$ cat src/rtl/ilc_pkg.sv
// Shared constants of the four-level interrupt controller
package ilc_pkg;
  localparam int unsigned NUM_SRC = 14;
  localparam int unsigned NUM_LVL = 4;
  // Register byte offsets
  localparam logic [7:0] OFS_INT_ENABLE_REG_A   = 8'h00;
  localparam logic [7:0] OFS_INT_ENABLE_REG_B   = 8'h04;
  localparam logic [7:0] OFS_PRIORITY_LOW_REG_A  = 8'h08;
  localparam logic [7:0] OFS_PRIORITY_HIGH_REG_A = 8'h0C;
  localparam logic [7:0] OFS_PRIORITY_LOW_REG_B  = 8'h10;
  localparam logic [7:0] OFS_PRIORITY_HIGH_REG_B = 8'h14;
  localparam logic [7:0] OFS_TIMER_CTRL_REG     = 8'h18;
  localparam logic [7:0] OFS_STATUS_REG         = 8'h1C;
  // Field positions
  localparam int unsigned GLOBAL_EN_BIT = 7;
  localparam int unsigned HALF_SRC      = 7;
  localparam int unsigned TRIG_A_BIT    = 0;
  localparam int unsigned FLAG_A_BIT    = 1;
  localparam int unsigned TRIG_B_BIT    = 2;
  localparam int unsigned FLAG_B_BIT    = 3;
  localparam int unsigned ST_REQ_BIT    = 4;
  localparam int unsigned ST_ID_POS     = 8;
  localparam int unsigned ST_LVL_POS    = 12;
  localparam int unsigned ST_WAKE_BIT   = 16;
  // Source indices of the two external inputs
  localparam logic [3:0] SRC_EXT_A = 4'h0;
  localparam logic [3:0] SRC_EXT_B = 4'h2;
  // Reset values
  localparam logic [13:0] EN_RST   = 14'h0000;
  localparam logic [13:0] PRIO_RST = 14'h0000;
  localparam logic [3:0]  SVC_RST  = 4'h0;
  // Timing in clock cycles
  localparam logic [3:0] MC_CLKS     = 4'h2;
  localparam logic [3:0] GLITCH_CLKS = 4'h3;
  // Polling order among equal levels, rank 0 first, one source index per nibble
  localparam logic [55:0] POLL_ORDER_DEF = 56'hdc_ba98_7654_3210;
endpackage

$ cat src/rtl/ilc_glitch_filter.sv
// Glitch suppression filter for an external interrupt input
`timescale 1ns/100ps
`default_nettype none
module ilc_glitch_filter
  import ilc_pkg::*;
(
  input  wire logic clk,
  input  wire logic rst,
  input  wire logic din,
  output var  logic dout
);
  import ilc_pkg::*;

  typedef struct packed {
    logic [3:0] cnt;
    logic       out;
  } ilc_filt_s;

  ilc_filt_s s_q;
  ilc_filt_s s_d;

  // Output follows only a level that stayed different for GLITCH_CLKS cycles
  always_comb
  begin
    s_d = s_q;
    if (din == s_q.out)
    begin
      s_d.cnt = 4'h0;
    end
    else if (s_q.cnt == GLITCH_CLKS - 4'h1)
    begin
      s_d.cnt = 4'h0;
      s_d.out = din;
    end
    else
    begin
      s_d.cnt = s_q.cnt + 4'h1;
    end
  end

  always_ff @(posedge clk)
  begin
    if (rst)
    begin
      s_q <= '{cnt: 4'h0, out: 1'b1};
    end
    else
    begin
      s_q <= s_d;
    end
  end

  assign dout = s_q.out;
endmodule
`default_nettype wire

$ cat src/rtl/ilc_top.sv
// Four-level interrupt controller with APB registers and two external inputs
//
// Decided for this implementation: the register addresses and the APB register port.
`timescale 1ns/100ps
`default_nettype none
module ilc_top
  import ilc_pkg::*;
#(
  parameter logic [55:0] POLL_ORDER = ilc_pkg::POLL_ORDER_DEF
)
(
  input  wire logic        clk,
  input  wire logic        rst,
  input  wire logic        psel,
  input  wire logic        penable,
  input  wire logic        pwrite,
  input  wire logic [7:0]  paddr,
  input  wire logic [31:0] pwdata,
  output var  logic        pready,
  output var  logic [31:0] prdata,
  output var  logic        pslverr,
  input  wire logic [13:0] src_req,
  input  wire logic        ext_irq_pin_a,
  input  wire logic        ext_irq_pin_b,
  input  wire logic        cpu_ack,
  input  wire logic        cpu_reti,
  input  wire logic        cpu_idle,
  input  wire logic        cpu_pdown,
  output var  logic        irq_req,
  output var  logic [3:0]  irq_id,
  output var  logic [1:0]  irq_level,
  output var  logic        wake
);
  import ilc_pkg::*;

  typedef struct packed {
    logic [1:0]  sync_a;
    logic [1:0]  sync_b;
    logic [3:0]  mc_cnt;
    logic        samp_a;
    logic        samp_b;
    logic        flag_a;
    logic        flag_b;
    logic        global_en;
    logic [13:0] en;
    logic [13:0] pl;
    logic [13:0] ph;
    logic        trig_a;
    logic        trig_b;
    logic [3:0]  in_svc;
    logic        irq_req;
    logic [3:0]  irq_id;
    logic [1:0]  irq_lvl;
    logic        wake;
    logic        pready;
    logic [31:0] prdata;
    logic        pslverr;
  } ilc_state_s;

  ilc_state_s s_q;
  ilc_state_s s_d;
  logic       filt_b;

  // Level of one source from its two priority bits
  function automatic logic [1:0] src_level(input logic [13:0] ph, input logic [13:0] pl,
                                           input logic [3:0] idx);
    src_level = {ph[idx], pl[idx]};
  endfunction

  // Highest level currently in service, valid flag in bit 2
  function automatic logic [2:0] top_svc(input logic [3:0] svc);
    top_svc = 3'b000;
    for (int i = 0; i < NUM_LVL; i++)
    begin
      if (svc[i])
      begin
        top_svc = {1'b1, 2'(i)};
      end
    end
  endfunction

  // Source index held at one rank of the polling order
  function automatic logic [3:0] poll_src(input logic [55:0] order, input int rank);
    poll_src = order[rank*4 +: 4];
  endfunction

  ilc_glitch_filter u_filt_b
  (
    .clk  (clk),
    .rst  (rst),
    .din  (s_q.sync_b[1]),
    .dout (filt_b)
  );

  logic [13:0] req_vec;
  logic [13:0] pend;
  logic        tick;
  logic        samp_a_n;
  logic        samp_b_n;
  logic        win_found;
  logic [3:0]  win_id;
  logic [1:0]  win_lvl;
  logic [2:0]  svc_top;
  logic        win_ok;
  logic        wr_en;
  logic        lvl_wake;
  logic [31:0] rd_val;
  logic        rd_hit;

  always_comb
  begin
    s_d = s_q;
    // Two-stage synchronisers on the pins
    s_d.sync_a = {s_q.sync_a[0], ext_irq_pin_a};
    s_d.sync_b = {s_q.sync_b[0], ext_irq_pin_b};

    // Machine-cycle sample strobe
    tick = (s_q.mc_cnt == MC_CLKS - 4'h1);
    s_d.mc_cnt = tick ? 4'h0 : s_q.mc_cnt + 4'h1;

    // Input a unfiltered, input b through the glitch filter
    samp_a_n = s_q.sync_a[1];
    samp_b_n = filt_b;
    if (tick)
    begin
      s_d.samp_a = samp_a_n;
      s_d.samp_b = samp_b_n;
    end

    // External request flags
    if (!s_q.trig_a)
    begin
      s_d.flag_a = ~s_d.samp_a;
    end
    else
    begin
      if (cpu_ack && s_q.irq_id == SRC_EXT_A)
      begin
        s_d.flag_a = 1'b0;
      end
      if (tick && s_q.samp_a && !samp_a_n)
      begin
        s_d.flag_a = 1'b1;
      end
    end
    if (!s_q.trig_b)
    begin
      s_d.flag_b = ~s_d.samp_b;
    end
    else
    begin
      if (cpu_ack && s_q.irq_id == SRC_EXT_B)
      begin
        s_d.flag_b = 1'b0;
      end
      if (tick && s_q.samp_b && !samp_b_n)
      begin
        s_d.flag_b = 1'b1;
      end
    end

    // Request vector and enable gating
    req_vec = src_req;
    req_vec[SRC_EXT_A] = s_q.flag_a;
    req_vec[SRC_EXT_B] = s_q.flag_b;
    pend = req_vec & s_q.en & {NUM_SRC{s_q.global_en}};

    // Arbitration: highest level, ties by polling rank
    win_found = 1'b0;
    win_id = 4'h0;
    win_lvl = 2'b00;
    for (int k = 0; k < NUM_SRC; k++)
    begin
      if (pend[poll_src(POLL_ORDER, k)])
      begin
        if (!win_found || src_level(s_q.ph, s_q.pl, poll_src(POLL_ORDER, k)) > win_lvl)
        begin
          win_found = 1'b1;
          win_id = poll_src(POLL_ORDER, k);
          win_lvl = src_level(s_q.ph, s_q.pl, poll_src(POLL_ORDER, k));
        end
      end
    end

    // Preemption only by a strictly higher level; level 3 is never exceeded
    svc_top = top_svc(s_q.in_svc);
    win_ok = win_found && (!svc_top[2] || win_lvl > svc_top[1:0]);

    // In-service tracking
    if (cpu_reti && svc_top[2])
    begin
      s_d.in_svc[svc_top[1:0]] = 1'b0;
    end
    if (cpu_ack && s_q.irq_req)
    begin
      s_d.in_svc[s_q.irq_lvl] = 1'b1;
    end

    // Request to the core, withdrawn in the cycle after it is taken
    s_d.irq_req = win_ok && !cpu_ack && !cpu_reti;
    s_d.irq_id = win_ok ? win_id : s_q.irq_id;
    s_d.irq_lvl = win_ok ? win_lvl : s_q.irq_lvl;

    // Wake-up: level-mode external input wakes both modes, others only idle
    lvl_wake = (!s_q.trig_a && s_q.flag_a && s_q.en[SRC_EXT_A]) ||
               (!s_q.trig_b && s_q.flag_b && s_q.en[SRC_EXT_B]);
    s_d.wake = (cpu_pdown && lvl_wake) || (cpu_idle && |pend);

    // APB slave: one wait-free access phase after each setup
    s_d.pready = psel && !penable && !s_q.pready;
    rd_hit = 1'b1;
    rd_val = 32'h0000_0000;
    unique case (paddr)
      OFS_INT_ENABLE_REG_A:
      begin
        rd_val[6:0] = s_q.en[6:0];
        rd_val[GLOBAL_EN_BIT] = s_q.global_en;
      end
      OFS_INT_ENABLE_REG_B:    rd_val[6:0] = s_q.en[13:7];
      OFS_PRIORITY_LOW_REG_A:  rd_val[6:0] = s_q.pl[6:0];
      OFS_PRIORITY_HIGH_REG_A: rd_val[6:0] = s_q.ph[6:0];
      OFS_PRIORITY_LOW_REG_B:  rd_val[6:0] = s_q.pl[13:7];
      OFS_PRIORITY_HIGH_REG_B: rd_val[6:0] = s_q.ph[13:7];
      OFS_TIMER_CTRL_REG:
      begin
        rd_val[TRIG_A_BIT] = s_q.trig_a;
        rd_val[FLAG_A_BIT] = s_q.flag_a;
        rd_val[TRIG_B_BIT] = s_q.trig_b;
        rd_val[FLAG_B_BIT] = s_q.flag_b;
      end
      OFS_STATUS_REG:
      begin
        rd_val[3:0] = s_q.in_svc;
        rd_val[ST_REQ_BIT] = s_q.irq_req;
        rd_val[ST_ID_POS +: 4] = s_q.irq_id;
        rd_val[ST_LVL_POS +: 2] = s_q.irq_lvl;
        rd_val[ST_WAKE_BIT] = s_q.wake;
      end
      default: rd_hit = 1'b0;
    endcase
    if (psel && !penable)
    begin
      s_d.prdata = pwrite ? 32'h0000_0000 : rd_val;
      s_d.pslverr = !rd_hit;
    end

    wr_en = psel && penable && pwrite && s_q.pready;
    if (wr_en)
    begin
      unique case (paddr)
        OFS_INT_ENABLE_REG_A:
        begin
          s_d.en[6:0] = pwdata[6:0];
          s_d.global_en = pwdata[GLOBAL_EN_BIT];
        end
        OFS_INT_ENABLE_REG_B:    s_d.en[13:7] = pwdata[6:0];
        OFS_PRIORITY_LOW_REG_A:  s_d.pl[6:0] = pwdata[6:0];
        OFS_PRIORITY_HIGH_REG_A: s_d.ph[6:0] = pwdata[6:0];
        OFS_PRIORITY_LOW_REG_B:  s_d.pl[13:7] = pwdata[6:0];
        OFS_PRIORITY_HIGH_REG_B: s_d.ph[13:7] = pwdata[6:0];
        OFS_TIMER_CTRL_REG:
        begin
          s_d.trig_a = pwdata[TRIG_A_BIT];
          s_d.trig_b = pwdata[TRIG_B_BIT];
        end
        default:
        begin
          s_d.global_en = s_d.global_en;
        end
      endcase
    end
  end

  always_ff @(posedge clk)
  begin
    if (rst)
    begin
      s_q.sync_a    <= 2'b11;
      s_q.sync_b    <= 2'b11;
      s_q.mc_cnt    <= 4'h0;
      s_q.samp_a    <= 1'b1;
      s_q.samp_b    <= 1'b1;
      s_q.flag_a    <= 1'b0;
      s_q.flag_b    <= 1'b0;
      s_q.global_en <= 1'b0;
      s_q.en        <= EN_RST;
      s_q.pl        <= PRIO_RST;
      s_q.ph        <= PRIO_RST;
      s_q.trig_a    <= 1'b0;
      s_q.trig_b    <= 1'b0;
      s_q.in_svc    <= SVC_RST;
      s_q.irq_req   <= 1'b0;
      s_q.irq_id    <= 4'h0;
      s_q.irq_lvl   <= 2'b00;
      s_q.wake      <= 1'b0;
      s_q.pready    <= 1'b0;
      s_q.prdata    <= 32'h0000_0000;
      s_q.pslverr   <= 1'b0;
    end
    else
    begin
      s_q <= s_d;
    end
  end

  assign pready    = s_q.pready;
  assign prdata    = s_q.prdata;
  assign pslverr   = s_q.pslverr;
  assign irq_req   = s_q.irq_req;
  assign irq_id    = s_q.irq_id;
  assign irq_level = s_q.irq_lvl;
  assign wake      = s_q.wake;
endmodule
`default_nettype wire

$ cat config.mk
export PLATFORM = sky130hd
export DESIGN_NAME = ilc_top
export DESIGN_NICKNAME = d
export VERILOG_FILES = /design/src/rtl/ilc_pkg.sv /design/src/rtl/ilc_glitch_filter.sv /design/src/rtl/ilc_top.sv
export SDC_FILE = /design/constraint.sdc
export NUM_CORES = 1
export LEC_CHECK = 0
export BUFFER_PORTS_ARGS = -buffer_cell sky130_fd_sc_hd__buf_4
export CAP_MARGIN = 20
export CORE_MARGIN = 2
export CORE_UTILIZATION = 55
export CTS_CLUSTER_SIZE = 10
export DETAILED_ROUTE_END_ITERATION = 8
export PLACE_DENSITY = 0.91
export SETUP_SLACK_MARGIN = 0.2
export SLEW_MARGIN = 40
export SYNTH_ARGS = -nofsm -noshare
export SYNTH_HDL_FRONTEND = slang
export SYNTH_SLANG_ARGS = --single-unit
$ cat constraint.sdc
create_clock -name clk -period 22.6 [get_ports clk]
set_clock_uncertainty 0.05 [all_clocks]
set_input_delay 2.26 -clock clk [delete_from_list [all_inputs] [get_ports clk]]
set_output_delay 2.26 -clock clk [all_outputs]
set_load 0.05 [all_outputs]
Yosys cells after proc, flatten, opt, wreduce, memory -nomap -nowiden
Cells that the tools add are included.
Widths: inputs -> output; s select.

storage, ports and cells
  word-level logic and storage cells = 249
  input port bits = 65
  register bits = 108

operators by class
  eq/ne operators = 13
  bitwise logic cells = 8
  order comparisons = 18
  add/subtract/negate cells = 2
  muxes and demuxes = 105
  reduce and logical (&&, ||, !) cells = 77

operators by type and width
  operator             count
  $mux 4               26
  $mux 2               28
  $mux 1               40
  $eq 8x5->1 const B   4
  $pmux 4 s8           1
  $and 14x14->14       2
  $gt 2x2->1           14
  $logic_and 1x1->1    24
  $logic_not 1->1      23
  $mux 17              1
  $eq 8x4->1 const B   2
  $logic_or 1x1->1     16
  $reduce_and 2->1     8
  $reduce_or 14->1     1
  $mux 3               4
  $pmux 2 s6           1
  $add 4x1->4 const B  2
  $eq 4x2->1 const B   2
  $eq 8x3->1 const B   1
  $logic_not 8->1      1
  $reduce_or 8->1      1
  $pmux 1 s7           1
  $lt 2x3->1 const B   2
  $mux 6               1
  12 further kinds     17

Depth between registers and ports, before layout
  depth in word-level cells = 60
  depth in mapped cells = 92
  gate-level depth less buffers = 90

By module
A second synthesis with hierarchy kept.

unflattened totals
  cells, all modules = 669
  area total of the unflattened synthesis = 5474.0 um^2

modules (own cells, without submodules)
  module             sequential area each (um^2)  cells an instance  area each (um^2)  times used
  ilc_top            1721.7                       648                5266.3            1
  ilc_glitch_filter  100.1                        21                 207.7             1

Least setup slack after synthesis
Ideal clock, no wire load.

  path kind = input to register
  start point = input src_req[1]
  end point = register, netlist name irq_id[2]
  library setup time = 79 ps
  buffers on the path = 1
  required time = 22471 ps
  stages on the path = 85
  setup slack = 4518 ps
  arrival = 17953 ps
  cell sequence = nand3_1 > a31oi_1 > and3_4 > nor2_1 > ha_1 > nor2b_1 > a2bb2oi_1 > o21a_1 > o31ai_2 > ha_1 > nor2b_1 > o21ai_1 > a21oi_4 > mux2i_1 > or2_2 > ha_1 > nor2b_1 > o21ai_0 > (+49 left out) > o211a_1 > a31oi_4 > ha_1 > inv_1 > a21oi_1 > a21oi_1 > o2111ai_1 > nor2_1 > a21oi_1 > ha_1 > nor2b_1 > o21ai_0 > o41ai_1 > and2_1 > buf_1 > nand2_1 > nor2b_4 > a211oi_2

between the ends
  cells in the longest elaborated chain, start to end = 54

ends and longest elaborated chain
  item                                                  line            source
  from (decl)                                           ilc_top.sv:22   input wire logic [13:0] src_req,
  $and 14x14->14 * (2 in series)                        ilc_top.sv:166  pend = req_vec & s_q.en & {NUM_SRC{s_q.global_en}};
  $mux 2 / $mux 1 (equally long branches)               ilc_top.sv:174  if (pend[poll_src(POLL_ORDER, k)])
  $gt 2x2->1 / $logic_not 1->1 (equally long branches)  ilc_top.sv:176  if (!win_found || src_level(s_q.ph, s_q.pl, poll_src(POLL_ORDER, k)) > win_lvl)
  $logic_or 1x1->1                                      ilc_top.sv:176
  $mux 2 / $mux 1 (equally long branches)               ilc_top.sv:176
  $mux 2 / $mux 1 (equally long branches)               ilc_top.sv:174
  $gt 2x2->1 / $logic_not 1->1 (equally long branches)  ilc_top.sv:176
  $logic_or 1x1->1                                      ilc_top.sv:176
  (+38 left out)                                        -
  $gt 2x2->1 / $logic_not 1->1 (equally long branches)  ilc_top.sv:176
  $logic_or 1x1->1                                      ilc_top.sv:176
  $mux 2                                                ilc_top.sv:176
  $mux 2 *                                              ilc_top.sv:174
  named net win_lvl[1]                                  ilc_top.sv:102  logic [1:0] win_lvl;
  $gt 2x2->1 *                                          ilc_top.sv:187  win_ok = win_found && (!svc_top[2] || win_lvl > svc_top[1:0]);
  $logic_or 1x1->1 *                                    ilc_top.sv:187
  $logic_and 1x1->1 *                                   ilc_top.sv:187

Mark *: on every way through the listed nets, which the timed path passes. The rest lies on a longest branch.
A chain may end at the register's enable or synchronous reset.

Worst setup path in the final report
  start point = input src_req[1]
  end point = register, netlist name irq_id[2]

between the ends
  cells in the longest elaborated chain, start to end = 54

ends and longest elaborated chain
  item                                                  line
  $and 14x14->14 * (2 in series)                        ilc_top.sv:166
  $mux 2 / $mux 1 (equally long branches)               ilc_top.sv:174
  $gt 2x2->1 / $logic_not 1->1 (equally long branches)  ilc_top.sv:176
  $logic_or 1x1->1                                      ilc_top.sv:176
  $mux 2 / $mux 1 (equally long branches)               ilc_top.sv:176
  $mux 2 / $mux 1 (equally long branches)               ilc_top.sv:174
  $gt 2x2->1 / $logic_not 1->1 (equally long branches)  ilc_top.sv:176
  $logic_or 1x1->1                                      ilc_top.sv:176
  (+38 left out)                                        -
  $gt 2x2->1 / $logic_not 1->1 (equally long branches)  ilc_top.sv:176
  $logic_or 1x1->1                                      ilc_top.sv:176
  $mux 2                                                ilc_top.sv:176
  $mux 2 *                                              ilc_top.sv:174
  named net win_lvl[1]                                  ilc_top.sv:102
  $gt 2x2->1 *                                          ilc_top.sv:187
  $logic_or 1x1->1 *                                    ilc_top.sv:187
  $logic_and 1x1->1 *                                   ilc_top.sv:187

Marked as above.

==> impl_results.md <==
- Starting Density: 0.570
- RSZ-0062 raised after global routing: false
- Top FF cell, synth: dfxtp_1
- Mux cell area share after synthesis: 0.0148
- Drt initial violations: around 570
- Hold Path Cell Cnt: 1
- Row Count: 36
- Routed len/inst: 17.9 um
- Crit-path max FO: 8
- Most frequent CP cell: ha_1
- Reg clk slew, reported paths: 0.09 ns
- Largest net degree at the start of global routing: roughly 90
- Final period util: 0.877
- Die H: about 100 um
- Placed cells: roughly 860
- CTS root buf: clkbuf_8
- Synth Area in Compound Gates: 0.256
- WP data required: approximately 23 ns
- Worst-Skew Late Latency: 0.37 ns
- PortBufs: 63
- Nets: 823
- Global-route wire length before repair: approximately 25 mm
- Adder-cell share of the synthesized area: 0.0557
- # DRC: 0
- Stages on worst setup path: 87
- Area growth, synth to finish: 10.2%
- Total GRT Usage: 0.284
- Asr flop ratio synth: 0
- Remaining antenna violation count after routing: 0
- Die X: ~100 um
- XOR/XNOR Fraction of Synth Area: 0.00626
- CP bufs+invs: 3
- CTS tree: yes
- Top Family by Delay on Critical Path: compound AO/OA/AOI/OAI gates
- Critical path startpoint category: primary input
- Clock tree sinks: approximately 90
- CTS Hold Bufs: 0
- Sequential share of the synthesized area: 0.326
- Synth Area in Simple Gates: 0.249
- Setup Fix Bufs, Post-CTS: 0
- Inserted Diodes: 0
- Relative slew slack: 0.501
- Leak: roughly 2.3 nW
- # setup viols final: 0
- WHS: ~0.37 ns
- Highest Clock Rate: a little over 0.05 GHz
- Dpl hpwl: approximately 12 mm
- Maximum vdd ir drop: 0.0000402 V
- H-tree Lvls: 3
- Utilization after layout: 0.628
- GR Overflow Total: 0
- Post-route setup TNS: 0 ns
- R2R depth: 88
- Post-synth EDFFs: 0
- Gp weighted congestion: 0.967
- Vias in the first global route: between 5000 and 6000
- Tightest Pin Transition: 0.742 ns
- Post-DR vias/cell: 6.34
- Minimum clock period: between 15 and 20 ns
- Crit path kind: in -> reg
- Worst Setup End Kind: flop
- Core Region: approximately 9800 um2
- Worst Hold Class: reg -> reg
- Cells after Synth: about 700
- Max-cap violations: 0
- Largest family of logic cells by synthesized area: compound AO/OA/AOI/OAI gates
- Post-cts resize count: 0
- Post-Syn Area: approximately 5600 um2
- Hold Vio Cnt, Final: 0
- CP peak stage delay: slightly above 0.5 ns
- Finished Layout Cells: approximately 870
- Synth warn: 0
- Crit-path slowest cell: o2111ai_1
- Syn avg cell area: a little under 8 um2
- Synth Register Bits: roughly 90
- Filler cells: around 830
- Share of cells above drive strength 1: 0.187
- DRT Wirelength: ~16 mm
- Die area: 11000 um2
- CTS Buf Count: 9
- Status: completed
- Netlist cell types: 81
- Vias: between 5000 and 6000
- P per Cell Area: just under 50 nW/um2
- Maximum root-to-sink buffer count: 2
- IO Pins: about 110
- Initial antenna violation count: 0
- Crit path DAT: 20.06 ns
- First-pass DRT Iterations: 5
- Slew Viols, Final: 0
sequential cells by signal, summed over array words and instances (netlist names):
| signal | count |
|---|---|
| prdata | 15 |
| wake | 1 |
| u_filt_b.s_q | 4 |
| irq_level | 2 |
| pslverr | 1 |
| s_d | 2 |
| s_q | 57 |
| irq_req | 1 |
| u_filt_b.dout | 1 |
| irq_id | 4 |
| req_vec | 2 |
| pready | 1 |
layout make-up:
cell class | instances | area [um2] | share of cell area
sequential | 91 | 1820 | 0.296
multi-input combinational | 531 | 3330 | 0.541
inverter | 32 | 120 | 0.0195
timing repair buffer | 69 | 522 | 0.0847
tap | 133 | 166 | 0.0270
clock inverter | 6 | 72.6 | 0.0118
clock buffer | 10 | 128 | 0.0207
where the power goes:
part | total [mW] | switching (mW) | internal (mW)
Sequential | 0.163 | 0.00110 | 0.162
Combinational | 0.0231 | 0.0161 | 0.00699
Clock | 0.114 | 0.0614 | 0.0526
metal layers:
layer / wire (um) / part of all wire / global-route usage
met3: 1410 / 0.090 / 0.0449
met2: 7780 / 0.50 / 0.499
met5: 0 / 0 / 0
met1: 5870 / 0.38 / 0.338
met4: 562 / 0.036 / 0.131
logic make-up after synthesis:
family	after synthesis
other	1
flip-flops	91
XOR/XNOR	4
buffers and inverters	98
AND/OR/NAND/NOR	283
multiplexers	8
AO/OA/AOI/OAI	194
adder cells (fa/ha/maj)	25
final timing paths:
path	slack, ns	to	start
max	2.78	irq_id[2]	src_req[1]
min	0.37	s_q[102]	s_d[102]
max reg2reg	3.68	irq_id[2]	s_q[76]
min reg2reg	0.37	s_q[102]	s_d[102]
cells in the mapped netlist, types with 3 or more instances:
| library cell | instances | share of area |
|---|---|---|
| ha_1 | 24 | 0.054 |
| a21oi_1 | 71 | 0.064 |
| a211oi_2 | 3 | 0.0067 |
| nand2_1 | 90 | 0.060 |
| dfxtp_1 | 91 | 0.33 |
| mux2i_1 | 6 | 0.011 |
| a21boi_0 | 4 | 0.0054 |
| a221oi_1 | 4 | 0.0063 |
| nor4_1 | 3 | 0.0034 |
| o21ai_1 | 3 | 0.0027 |
| clkbuf_1 | 24 | 0.016 |
| nor2b_1 | 5 | 0.0056 |
| or3_1 | 4 | 0.0045 |
| inv_1 | 32 | 0.021 |
| buf_4 | 38 | 0.051 |
| o211ai_1 | 7 | 0.0094 |
| o2111ai_1 | 4 | 0.0063 |
| a21o_1 | 3 | 0.0040 |
| a211o_1 | 3 | 0.0047 |
| a21oi_2 | 4 | 0.0063 |
| nand3_1 | 58 | 0.052 |
| o21ai_0 | 13 | 0.012 |
| a22o_1 | 5 | 0.0078 |
| nor3_1 | 16 | 0.014 |
| nand2b_1 | 6 | 0.0067 |
| and3_1 | 8 | 0.0089 |
| or2_2 | 10 | 0.011 |
| a22oi_1 | 27 | 0.036 |
| a31oi_1 | 8 | 0.0089 |
| nor3_2 | 3 | 0.0054 |
| nor2_1 | 61 | 0.041 |
per-stage QoR:
stage / setup WS (ns) / power (mW) / cell area, um2
2_1_floorplan: 4.52 / 0.182 / 5650
3_3_place_gp: 3.32 / 0.188 / 5950
3_5_place_dp: 2.77 / 0.189 / 5950
4_1_cts: 3.00 / 0.299 / 6150
5_1_grt: 1.42 / 0.308 / 6160
6_report: 2.78 / 0.300 / 6160
layout by cell type, fill, tap and decap left out, types with 4 or more instances in the layout:
| master | instances |
|---|---|
| conb_1 | 17 |
| and3_1 | 8 |
| a31oi_1 | 8 |
| ha_1 | 24 |
| dfxtp_1 | 91 |
| buf_4 | 68 |
| nand2_1 | 90 |
| or3_1 | 4 |
| mux2i_1 | 6 |
| nor2b_1 | 5 |
| o211ai_1 | 7 |
| a221oi_1 | 4 |
| nand2b_1 | 6 |
| nor3_2 | 5 |
| nor3_1 | 14 |
| or2_2 | 10 |
| nand3_1 | 58 |
| clkbuf_8 | 9 |
| a21boi_0 | 4 |
| a21oi_1 | 71 |
| a21oi_2 | 4 |
| nor2_1 | 59 |
| inv_1 | 32 |
| o21ai_0 | 13 |
| a22oi_1 | 27 |
| a22o_1 | 5 |
| o2111ai_1 | 4 |
(Power assumes the default switching activity.)
